--- src/core/upra_consts.vh ---
// upra_consts.vh: constants of the upstream read arbiter
`ifndef UPRA_CONSTS_VH
`define UPRA_CONSTS_VH
// frame format (bits per upstream frame, start bit first)
`define UPRA_FRAME_BITS 16
`define UPRA_BIT_CNT_W 5
// link clock periods per upstream bit (divider of the sampled link clock)
`define UPRA_BIT_DIV 8'h04
`define UPRA_DIV_W 8
// preparation times in link clock edges
`define UPRA_SR_PREP 8'h08
`define UPRA_MR_PREP 8'h10
// response time in ns, and its cycle count at 40 MHz (rounded down)
`define UPRA_RSP_TIME_NS 2000
`define UPRA_MCLK_NS 25
`define UPRA_RSP_CYC (`UPRA_RSP_TIME_NS / `UPRA_MCLK_NS)
// address bit positions in 16-bit frame
`define UPRA_ADDR_OVF 0
`define UPRA_ADDR_BUSY 1
// upstream-stop bit position in command register 0 data
`define UPRA_STOP_BIT 0
// register contents width
`define UPRA_DATA_W 8
`define UPRA_NREG 4
`define UPRA_REG_IDX_W 2
// reset value of latched register contents
`define UPRA_REG_RST 8'h00
`endif

--- src/core/upra_arbiter.v ---
// upra_arbiter.v: upstream read arbitration of the serial control channel
// ==========================================================
// Summary of operation
// - start single-read upstream reply within response time (multi-read preparation exceeds it)
// - discard reads while upstream transfer runs
// - accept read only after last stop bit or after a stop command
// - data frames always processed, never blocked
// - ignore writes during preparation interval
// - execute writes after preparation, even mid-transfer
// - send register value held before write
// - stop command aborts and clears pending reads
// - response timed from select rise to start
// - flag read discarded during multi-read with overflow bit
// - busy bit high until last frame
`timescale 1ns/100ps
`include "upra_consts.vh"
module upra_arbiter (
    mclk,
    rst,
    frame_select_n,
    link_clock_pos,
    cmd_valid,
    cmd_is_read,
    cmd_multi,
    cmd_reg_idx,
    cmd_frames,
    cmd_is_stop,
    cmd_data,
    data_valid,
    reg_wr_data,
    write_exec,
    data_exec,
    read_reject,
    upstream_out,
    upstream_oe_n,
    upstream_active,
    read_overflow_flag,
    read_busy_flag,
    rsp_timeout
);
    input wire mclk;
    input wire rst;
    input wire frame_select_n;
    input wire link_clock_pos;
    input wire cmd_valid;
    input wire cmd_is_read;
    input wire cmd_multi;
    input wire [`UPRA_REG_IDX_W-1:0] cmd_reg_idx;
    input wire [3:0] cmd_frames;
    input wire cmd_is_stop;
    input wire [`UPRA_DATA_W-1:0] cmd_data;
    input wire data_valid;
    input wire [`UPRA_DATA_W-1:0] reg_wr_data;
    output wire write_exec;
    output wire data_exec;
    output wire read_reject;
    output reg upstream_out;
    output wire upstream_oe_n;
    output wire upstream_active;
    output reg read_overflow_flag;
    output wire read_busy_flag;
    output reg rsp_timeout;

    localparam ST_IDLE = 4'b0001;
    localparam ST_WAIT = 4'b0010;
    localparam ST_LOAD = 4'b0100;
    localparam ST_SHIFT = 4'b1000;

    // ==========================================================
    // pin synchronisers and edge detection
    reg [1:0] fsel_sync_q;
    reg [1:0] clk_sync_q;
    reg fsel_last_q;
    reg clk_last_q;
    wire fsel_rise;
    wire link_edge;

    always @(posedge mclk) begin
        if (rst) begin
            fsel_sync_q <= 2'b11;
            clk_sync_q <= 2'b00;
            fsel_last_q <= 1'b1;
            clk_last_q <= 1'b0;
        end else begin
            fsel_sync_q <= {fsel_sync_q[0], frame_select_n};
            clk_sync_q <= {clk_sync_q[0], link_clock_pos};
            fsel_last_q <= fsel_sync_q[1];
            clk_last_q <= clk_sync_q[1];
        end
    end
    assign fsel_rise = fsel_sync_q[1] & ~fsel_last_q;
    assign link_edge = clk_sync_q[1] & ~clk_last_q;

    // ==========================================================
    // arbitration state
    reg [3:0] state_q;
    reg active_q;
    reg multi_q;
    reg [3:0] frames_left_q;
    reg [`UPRA_REG_IDX_W-1:0] idx_q;
    reg [`UPRA_DIV_W-1:0] prep_q;
    reg [`UPRA_DIV_W-1:0] div_q;
    reg [`UPRA_BIT_CNT_W-1:0] bit_q;
    reg [`UPRA_FRAME_BITS-1:0] shreg_q;
    reg [7:0] rsp_cnt_q;
    reg ovf_pend_q;
    wire [`UPRA_DATA_W-1:0] snap_data;
    wire read_cmd;
    wire stop_cmd;
    wire accept_read;
    wire in_prep;
    wire bit_tick;
    wire last_frame;
    wire parity;

    assign read_cmd = cmd_valid & cmd_is_read & fsel_rise;
    assign stop_cmd = cmd_valid & cmd_is_stop & fsel_rise & cmd_data[`UPRA_STOP_BIT];
    assign accept_read = read_cmd & ~active_q;
    assign read_reject = read_cmd & active_q;
    assign in_prep = (state_q == ST_WAIT);
    // writes dropped only during preparation, allowed otherwise
    assign write_exec = cmd_valid & ~cmd_is_read & ~cmd_is_stop & fsel_rise
                        & ~in_prep;
    assign data_exec = data_valid;
    assign upstream_active = active_q;
    assign upstream_oe_n = ~(state_q == ST_SHIFT);
    assign bit_tick = link_edge && div_q == `UPRA_BIT_DIV - 8'h01;
    assign last_frame = (frames_left_q == 4'h0);
    assign read_busy_flag = multi_q & ~last_frame;
    assign parity = ^snap_data;

    // snapshot taken at load time, so later writes keep the old value
    upra_snap_mem upra_snap_mem_inst (
        .mclk(mclk),
        .rst(rst),
        .wr_en(write_exec),
        .wr_idx(cmd_reg_idx),
        .wr_data(reg_wr_data),
        .rd_en(state_q == ST_WAIT),
        .rd_idx(idx_q),
        .rd_data(snap_data)
    );

    always @(posedge mclk) begin
        if (rst) begin
            state_q <= ST_IDLE;
            active_q <= 1'b0;
            multi_q <= 1'b0;
            frames_left_q <= 4'h0;
            idx_q <= {`UPRA_REG_IDX_W{1'b0}};
            prep_q <= 8'h00;
            div_q <= 8'h00;
            bit_q <= 5'h00;
            shreg_q <= {`UPRA_FRAME_BITS{1'b1}};
            upstream_out <= 1'b1;
            rsp_cnt_q <= 8'h00;
            rsp_timeout <= 1'b0;
            ovf_pend_q <= 1'b0;
            read_overflow_flag <= 1'b0;
        end else begin
            if (read_reject && multi_q) begin
                ovf_pend_q <= 1'b1;
            end
            if (stop_cmd) begin
                state_q <= ST_IDLE;
                active_q <= 1'b0;
                multi_q <= 1'b0;
                frames_left_q <= 4'h0;
                upstream_out <= 1'b1;
                ovf_pend_q <= 1'b0;
            end else begin
                case (state_q)
                    ST_IDLE: begin
                        if (accept_read) begin
                            state_q <= ST_WAIT;
                            active_q <= 1'b1;
                            multi_q <= cmd_multi;
                            frames_left_q <= cmd_multi ? cmd_frames : 4'h0;
                            idx_q <= cmd_reg_idx;
                            prep_q <= cmd_multi ? `UPRA_MR_PREP : `UPRA_SR_PREP;
                            rsp_cnt_q <= 8'h00;
                            rsp_timeout <= 1'b0;
                        end
                    end
                    ST_WAIT: begin
                        rsp_cnt_q <= rsp_cnt_q + 8'h01;
                        if (rsp_cnt_q == `UPRA_RSP_CYC) begin
                            rsp_timeout <= 1'b1;
                        end
                        if (link_edge) begin
                            if (prep_q <= 8'h01) begin
                                state_q <= ST_LOAD;
                            end else begin
                                prep_q <= prep_q - 8'h01;
                            end
                        end
                    end
                    ST_LOAD: begin
                        // frame: start, ovf, busy, idx, data, parity, stops
                        shreg_q <= {2'b11, parity, snap_data, idx_q,
                                    read_busy_flag, ovf_pend_q, 1'b0};
                        read_overflow_flag <= ovf_pend_q;
                        // a read dropped in this very cycle stays pending
                        ovf_pend_q <= read_reject & multi_q;
                        // start bit appears together with the enable
                        upstream_out <= 1'b0;
                        div_q <= 8'h00;
                        bit_q <= 5'h00;
                        state_q <= ST_SHIFT;
                    end
                    ST_SHIFT: begin
                        upstream_out <= bit_tick ? shreg_q[1] : shreg_q[0];
                        if (link_edge) begin
                            div_q <= bit_tick ? 8'h00 : div_q + 8'h01;
                        end
                        if (bit_tick) begin
                            shreg_q <= {1'b1, shreg_q[`UPRA_FRAME_BITS-1:1]};
                            bit_q <= bit_q + 5'h01;
                            if (bit_q == `UPRA_FRAME_BITS - 1) begin
                                if (last_frame) begin
                                    state_q <= ST_IDLE;
                                    active_q <= 1'b0;
                                    multi_q <= 1'b0;
                                end else begin
                                    frames_left_q <= frames_left_q - 4'h1;
                                    idx_q <= idx_q + 2'b01;
                                    prep_q <= 8'h01;
                                    state_q <= ST_WAIT;
                                end
                            end
                        end
                    end
                    default: begin
                        state_q <= ST_IDLE;
                    end
                endcase
            end
        end
    end
endmodule // upra_arbiter

--- src/core/upra_snap_mem.v ---
// upra_snap_mem.v: small register-content store with registered read data
`timescale 1ns/100ps
`include "upra_consts.vh"
module upra_snap_mem (
    mclk,
    rst,
    wr_en,
    wr_idx,
    wr_data,
    rd_en,
    rd_idx,
    rd_data
);
    input wire mclk;
    input wire rst;
    input wire wr_en;
    input wire [`UPRA_REG_IDX_W-1:0] wr_idx;
    input wire [`UPRA_DATA_W-1:0] wr_data;
    input wire rd_en;
    input wire [`UPRA_REG_IDX_W-1:0] rd_idx;
    output reg [`UPRA_DATA_W-1:0] rd_data;

    reg [`UPRA_DATA_W-1:0] mem_q [0:`UPRA_NREG-1];

    // ==========================================================
    // storage: one write port, registered read
    genvar gi;
    generate
        for (gi = 0; gi < `UPRA_NREG; gi = gi + 1) begin : g_ent
            always @(posedge mclk) begin
                if (rst) begin
                    mem_q[gi] <= `UPRA_REG_RST;
                end else if (wr_en && wr_idx == gi) begin
                    mem_q[gi] <= wr_data;
                end
            end
        end
    endgenerate

    always @(posedge mclk) begin
        if (rst) begin
            rd_data <= `UPRA_REG_RST;
        end else if (rd_en) begin
            rd_data <= mem_q[rd_idx];
        end
    end
endmodule // upra_snap_mem

--- config.mk ---
export PLATFORM = sky130hd
export DESIGN_NAME = upra_arbiter
export DESIGN_NICKNAME = d
export VERILOG_FILES = /design/src/core/upra_arbiter.v /design/src/core/upra_snap_mem.v
export VERILOG_INCLUDE_DIRS = /design/src /design/src/core
export SDC_FILE = /design/constraint.sdc
export NUM_CORES = 1
export LEC_CHECK = 0
export ABC_AREA = 0
export BUFFER_PORTS_ARGS = -buffer_cell sky130_fd_sc_hd__clkbuf_2
export CAP_MARGIN = 0
export CORE_MARGIN = 1.5
export CORE_UTILIZATION = 54
export CTS_BUF_LIST = sky130_fd_sc_hd__clkbuf_16
export DETAILED_ROUTE_END_ITERATION = 6
export PLACE_DENSITY = 0.84
export SYNTH_ARGS = -nofsm -noshare
export SYNTH_HDL_FRONTEND = slang
export SYNTH_SLANG_ARGS = --single-unit
--- constraint.sdc ---
create_clock -name mclk -period 2.4 [get_ports mclk]
set_clock_uncertainty 0.2 [all_clocks]
set_input_delay 0.12 -clock mclk [delete_from_list [all_inputs] [get_ports mclk]]
set_output_delay 0.12 -clock mclk [all_outputs]
set_load 0.02 [all_outputs]
## Yosys cells after proc, flatten, opt, wreduce, memory -nomap -nowiden

Memories as Yosys holds them, arrays and structs flattened. A register that Yosys moved wholly into a read port is not among the register bits.
Index checks and enable logic that the tools add are counted.
W data, S select, Z words.

| cells by class | value |
|---|---|
| add/sub/neg operators | 6 |
| reductions and logical operators | 25 |
| order comparisons | 1 |
| mux-type cells | 67 |
| equality and inequality tests | 20 |
| bitwise gates (word level) | 28 |

Operators by type and width:

| cell | number |
|---|---|
| $mux W8 | 13 |
| $mux W4 | 10 |
| $pmux W16 S2 | 1 |
| $pmux W8 S2 | 2 |
| $mux W1 | 24 |
| $pmux W8 S3 | 1 |
| $add A8 B1 Y8 const B | 2 |
| $mux W16 | 1 |
| $pmux W4 S4 | 1 |
| $and A1 B1 Y1 | 15 |
| $reduce_and A5 Y1 | 3 |
| $ne A2 B2 Y1 const B | 7 |
| $mux W2 | 5 |
| $mux W5 | 2 |
| $pmux W5 S2 | 1 |
| $not A1 Y1 | 9 |
| $reduce_and A3 Y1 | 3 |
| $eq A8 B2 Y1 const B | 1 |
| $eq A8 B7 Y1 const B | 1 |
| $le A8 B1 Y1 const B | 1 |
| $pmux W1 S2 | 4 |
| $pmux W4 S2 | 1 |
| $reduce_and A8 Y1 | 1 |
| $reduce_bool A2 Y1 | 4 |
| 23 further kinds | 34 |

| word-level totals | value |
|---|---|
| logic and storage cells | 166 |
| input bits | 31 |
| register bits | 67 |
| memories kept | 1 |
| memory bits (writable) | 32 |

Memories:

| name | depth | width | rd ports | clocked after Yosys merged registers in | wr ports | line | source |
|---|---|---|---|---|---|---|---|
| upra_snap_mem_inst.mem_q | 4 | 8 | 1 | 1 | 4 | upra_snap_mem.v:23 | `` reg [`UPRA_DATA_W-1:0] mem_q [0:`UPRA_NREG-1]; `` |

## Depth between registers and ports, before layout

| logic depth | value |
|---|---|
| depth after elaboration | 10 |
| gate-level depth with buffers | 9 |
| depth with buffers taken out | 7 |

## Modules after synthesis

A second synthesis with hierarchy kept.

| unflattened totals | value |
|---|---|
| cell total of the unflattened synthesis | 526 |
| area total of the unflattened synthesis | 5,162.5 um^2 |

Modules (own cells, without submodules):

| module | area an instance (um^2) | cells an instance | sequential area each (um^2) | times used |
|---|---|---|---|---|
| upra_arbiter | 3,388.2 | 405 | 1,301.2 | 1 |
| upra_snap_mem | 1,774.2 | 121 | 1,121.1 | 1 |

## Worst setup path after synthesis

No wires, ideal clock.

| path | value |
|---|---|
| path type | register to register |
| start | register state_q[1] |
| end | memory upra_snap_mem_inst.mem_q[0][0] (netlist bit), enable pin |
| period minus slack after synthesis | 2.837 ns |
| data required time | 1.825 ns |
| arrival time | 2.262 ns |
| stages on the path, launching flop included | 6 |
| path buffers | 1 |
| setup slack | -0.437 ns |
| cell sequence | dfxtp_1 -> buf_2 -> nor4b_2 -> nor4_1 -> nand2_1 -> o21bai_1 |

RTL lines:

| element | line | source |
|---|---|---|
| from (decl) | upra_arbiter.v:96 | `reg [3:0] state_q;` |
| from (signal assigned) | upra_arbiter.v:146 | `state_q <= ST_IDLE;` |
| from (signal assigned) | upra_arbiter.v:165 | `state_q <= ST_IDLE;` |
| from (signal assigned) | upra_arbiter.v:175 | `state_q <= ST_WAIT;` |
| to (decl) | upra_snap_mem.v:23 |  |

## Worst setup path in the final report

| path | value |
|---|---|
| start | register bit_q[1] |
| end | register prep_q[1] |

| between the ends | value |
|---|---|
| longest elaborated chain between the ends | 3 |

Ends and longest elaborated chain:

| element | line | source |
|---|---|---|
| from (decl) | upra_arbiter.v:103 | `` reg [`UPRA_BIT_CNT_W-1:0] bit_q; `` |
| from (signal assigned) | upra_arbiter.v:218 | `bit_q <= bit_q + 5'h01;` |
| $eq A5 B4 Y1 | upra_arbiter.v:219 | `` if (bit_q == `UPRA_FRAME_BITS - 1) begin `` |
| $ne A2 B1 Y1 (no line) | - |  |
| $reduce_and A8 Y1 (no line) | - |  |
| to (signal assigned) | upra_arbiter.v:180 | `` prep_q <= cmd_multi ? `UPRA_MR_PREP : `UPRA_SR_PREP; `` |
| to (signal assigned) | upra_arbiter.v:194 | `prep_q <= prep_q - 8'h01;` |
| to (decl) | upra_arbiter.v:101 | `` reg [`UPRA_DIV_W-1:0] prep_q; `` |

Every way passes these cells.
A chain may end at the register's enable or synchronous reset.

==> qor.yml <==
status: "finished, final reports clean"
cp_cell_sequence: "ha_2, and3_1, ha_1, and4_4, o211ai_1, buf_4, or4_1, a21oi_1"
synthToLayoutAreaGrowth_pct: 21.41
numCtsBuffers: 9
final-hold-violation-count: 0
drv_cap: 0
start_util: 0.5577
ys_top_cells_by_area: "dfxtp_1 (28%), edfxtp_1 (19%), and2_1 (5.6%)"
wl_um: 12140
synth_cell_types: 67
rsz0062_at_grt: "true"
holdPathStages: 4
startpoint: "bit_q[1]"
clkSlewWorstSetupHoldPaths_ns: 0.08
clockBufferDepth: 2
antenna_found_initial: 0
fin_cells: 735
worstPathArrival_ns: 2.42
finalSetupTns_ns: 0
vias_per_cell: 5.917
cts_sinks: 105
tritoncts: "yes"
antennaDiodeCount: 0
synth_top_area_share: 0.2823
hold_end: "frames_left_q[2]"
stdcell_area_um2: 6286
slowest_delay_ns: 0.48
yosysSeqAreaShare: 0.4679
postPlaceCellArea_um2: 5660
wl_met2_um: 6182
cp-start-kind: "flip-flop"
async_reset_ff_frac: 0
post-dp-hpwl_um: 8069
htree_levels: 3
placedCellCount: 702
ys.flop_type: "dfxtp_1"
swShare: 0.3094
vias: 4349
whs_ns: 0.03699
critPathRequiredTime_ns: 2.47
synth_edf_count: 32
row_count: 35
grt_max_degree: 35
worst-setup-path-type: "flip-flop to flip-flop"
hold_class: "input pin to flip-flop"
drtAntennaViolNets: 0
slew_headroom: 0.5534
synth_fp_nets: 575
grt_first_pass_wirelength_um: 20270
leakagePower_nw: 2.260
worst_pin_slew_ns: 0.6690
clk_latency_ns: 0.35
ir_drop_mv: 0.5497
worst-path-stages: 8
fin_crit_sh: 0.9790
gr-total-overflow: 0
p_switching_w: 0.001388
syn_inst: 536
die_w_um: 100.9
cp_max_fo: 10
dieArea_um2: 10180
yosysTopAreaCell: "dfxtp_1"
syn_avg_cell_area_um2: 9.659
cp-end-kind: "flip-flop"
wire_per_inst_um: 16.52
cellInternalPower_w: 0.003098
r2r-start: "bit_q[1]"
synth_common_cells: "dfxtp_1 (73), nor2_1 (59), and2_1 (46)"
io_pins: 40
ys_ff_latch: 105
ff2ff_setup_slack_ns: 0.05
netlist_area_um2: 5177
pwr-share-comb: 0.219
pwr-share-seq: 0.452
fp.dieH_um: 100.9
ff2ff_path_depth: 8
yosysMostFrequentCell: "dfxtp_1"
first_pass_iters: 7
yosysWarnings: 0
top_layer_used: "met4"
clockRootBuffer: "clkbuf_16"
power-per-cell-area_nw_per_um2: 713.6
min_from: "cmd_multi"
gp_congestion: 0.8786
portBuffers: 30
wl_met3_um: 557
num-fill-cells: 688
worstReg2RegEnd: "prep_q[1]"
drv_slew: 0
drtIter0Drc: 195
setup_viol: 0
min_period_ns: 2.350
total_power_w: 0.004486
crit_buf_inv: 1
crit_family: "simple AND/OR/NAND/NOR gates"
clock.fmax_ghz: 0.4256
wl_met1_um: 5085
clkPwrFrac: 0.328
drc_errors: 0
core_um2: 9284
layout-drive-gt1-share: 0.2409
final_nets: 640
cp_slowest_cell: "or4_1"
grt_pass1_vias: 4366
grt_use_total: 0.2509
==> timing repair <==
action,CTS,global route
buffers inserted,2,1
hold buffers,14,0
hold endpoints to repair,38,0
pin swaps,3,2
setup endpoints to repair,33,49
gates resized for setup,21,22
cloned,1,0
==> worst max-delay path by stage <==
stage | to | slack [ns]
after detailed placement | shreg_q[3] | -0.13
after global routing | prep_q[0] | -0.04
final | prep_q[1] | 0.05
after floorplan | shreg_q[12] | 0.05
after CTS | upra_snap_mem_inst.mem_q[1][0] | 0.003
after global placement | shreg_q[3] | -0.04
==> area by class of cell <==
| class | instances | area [um^2] | share of cell area |
|---|---|---|---|
| Multi-Input combinational cell | 390 | 2755 | 0.4383 |
| Sequential cell | 105 | 2431 | 0.3867 |
| Timing Repair Buffer | 83 | 594.3 | 0.09455 |
| Clock buffer | 9 | 225.2 | 0.03583 |
| Tap cell | 129 | 161.4 | 0.02568 |
| Clock inverter | 7 | 73.82 | 0.01174 |
| Inverter | 12 | 45.04 | 0.007166 |
==> stage by stage <==
stage / utilization / worst slack, ns
after floorplan: - / 0.05397
after global placement: 0.6097 / -0.03747
after detailed placement: 0.6097 / -0.1332
after CTS: 0.6686 / 0.002976
after global routing: 0.6771 / -0.04445
final: 0.6771 / 0.05039
==> per-layer routing <==
metal / vias to the layer above / global-route usage
li1: 2079 / -
met1: 2106 / 0.2990
met2: 133 / 0.4511
met3: 31 / 0.03953
met4: 0 / 0.1015
met5: - / 0
==> flip-flops by register name, summed over array words and instances, names as in the netlist, 4 cells and up <==
signal and count:
upra_snap_mem_inst.mem_q 32, shreg_q 14, div_q 8, prep_q 8
rsp_cnt_q 8, upra_snap_mem_inst.rd_data 8, bit_q 5, frames_left_q 4
state_q 4
==> cells by family (layout without fill, tap and decap cells) <==
family	Yosys count	count (layout)	share of synthesized area
AO/OA/AOI/OAI	105	106	0.1484
XOR/XNOR	20	20	0.03383
adder cells (fa/ha/maj)	8	8	0.01933
buffers and inverters	42	111	0.03383
flip-flops	105	105	0.4679
multiplexers	10	10	0.03891
AND/OR/NAND/NOR	246	246	0.2579
==> worst register-to-register path, delay by kind of cell (launching register included) <==
kind / cells / cell delay [ns]
and+or+nand+nor: 3 / 0.87
adders and majority gates: 2 / 0.36
DFF: 1 / 0.35
AOI/OAI and AO/OA: 2 / 0.28
buffers and inverters: 1 / 0.22
==> power groups by stage <==
stage	Clock, W	Sequential [W]	Combinational (W)
after global placement	0	0.00206	0.000847
final	0.00147	0.00203	0.000984
after global routing	0.00155	0.00205	0.00107
after CTS	0.00149	0.00203	0.000914
after floorplan	0	0.00200	0.000650
after detailed placement	0	0.00206	0.000881
==> placed cells by master, fill, tap and decap left out, types with 15 or more instances in the layout <==
cell type,netlist,final
dfxtp_1,73,66
nor2_1,59,58
and2_1,46,46
buf_4,1,36
nand2_1,35,35
a21oi_1,32,32
edfxtp_1,32,32
clkbuf_2,0,30
nor3_1,28,25
nand3_1,15,15
Power figures use the tool's default switching activity.
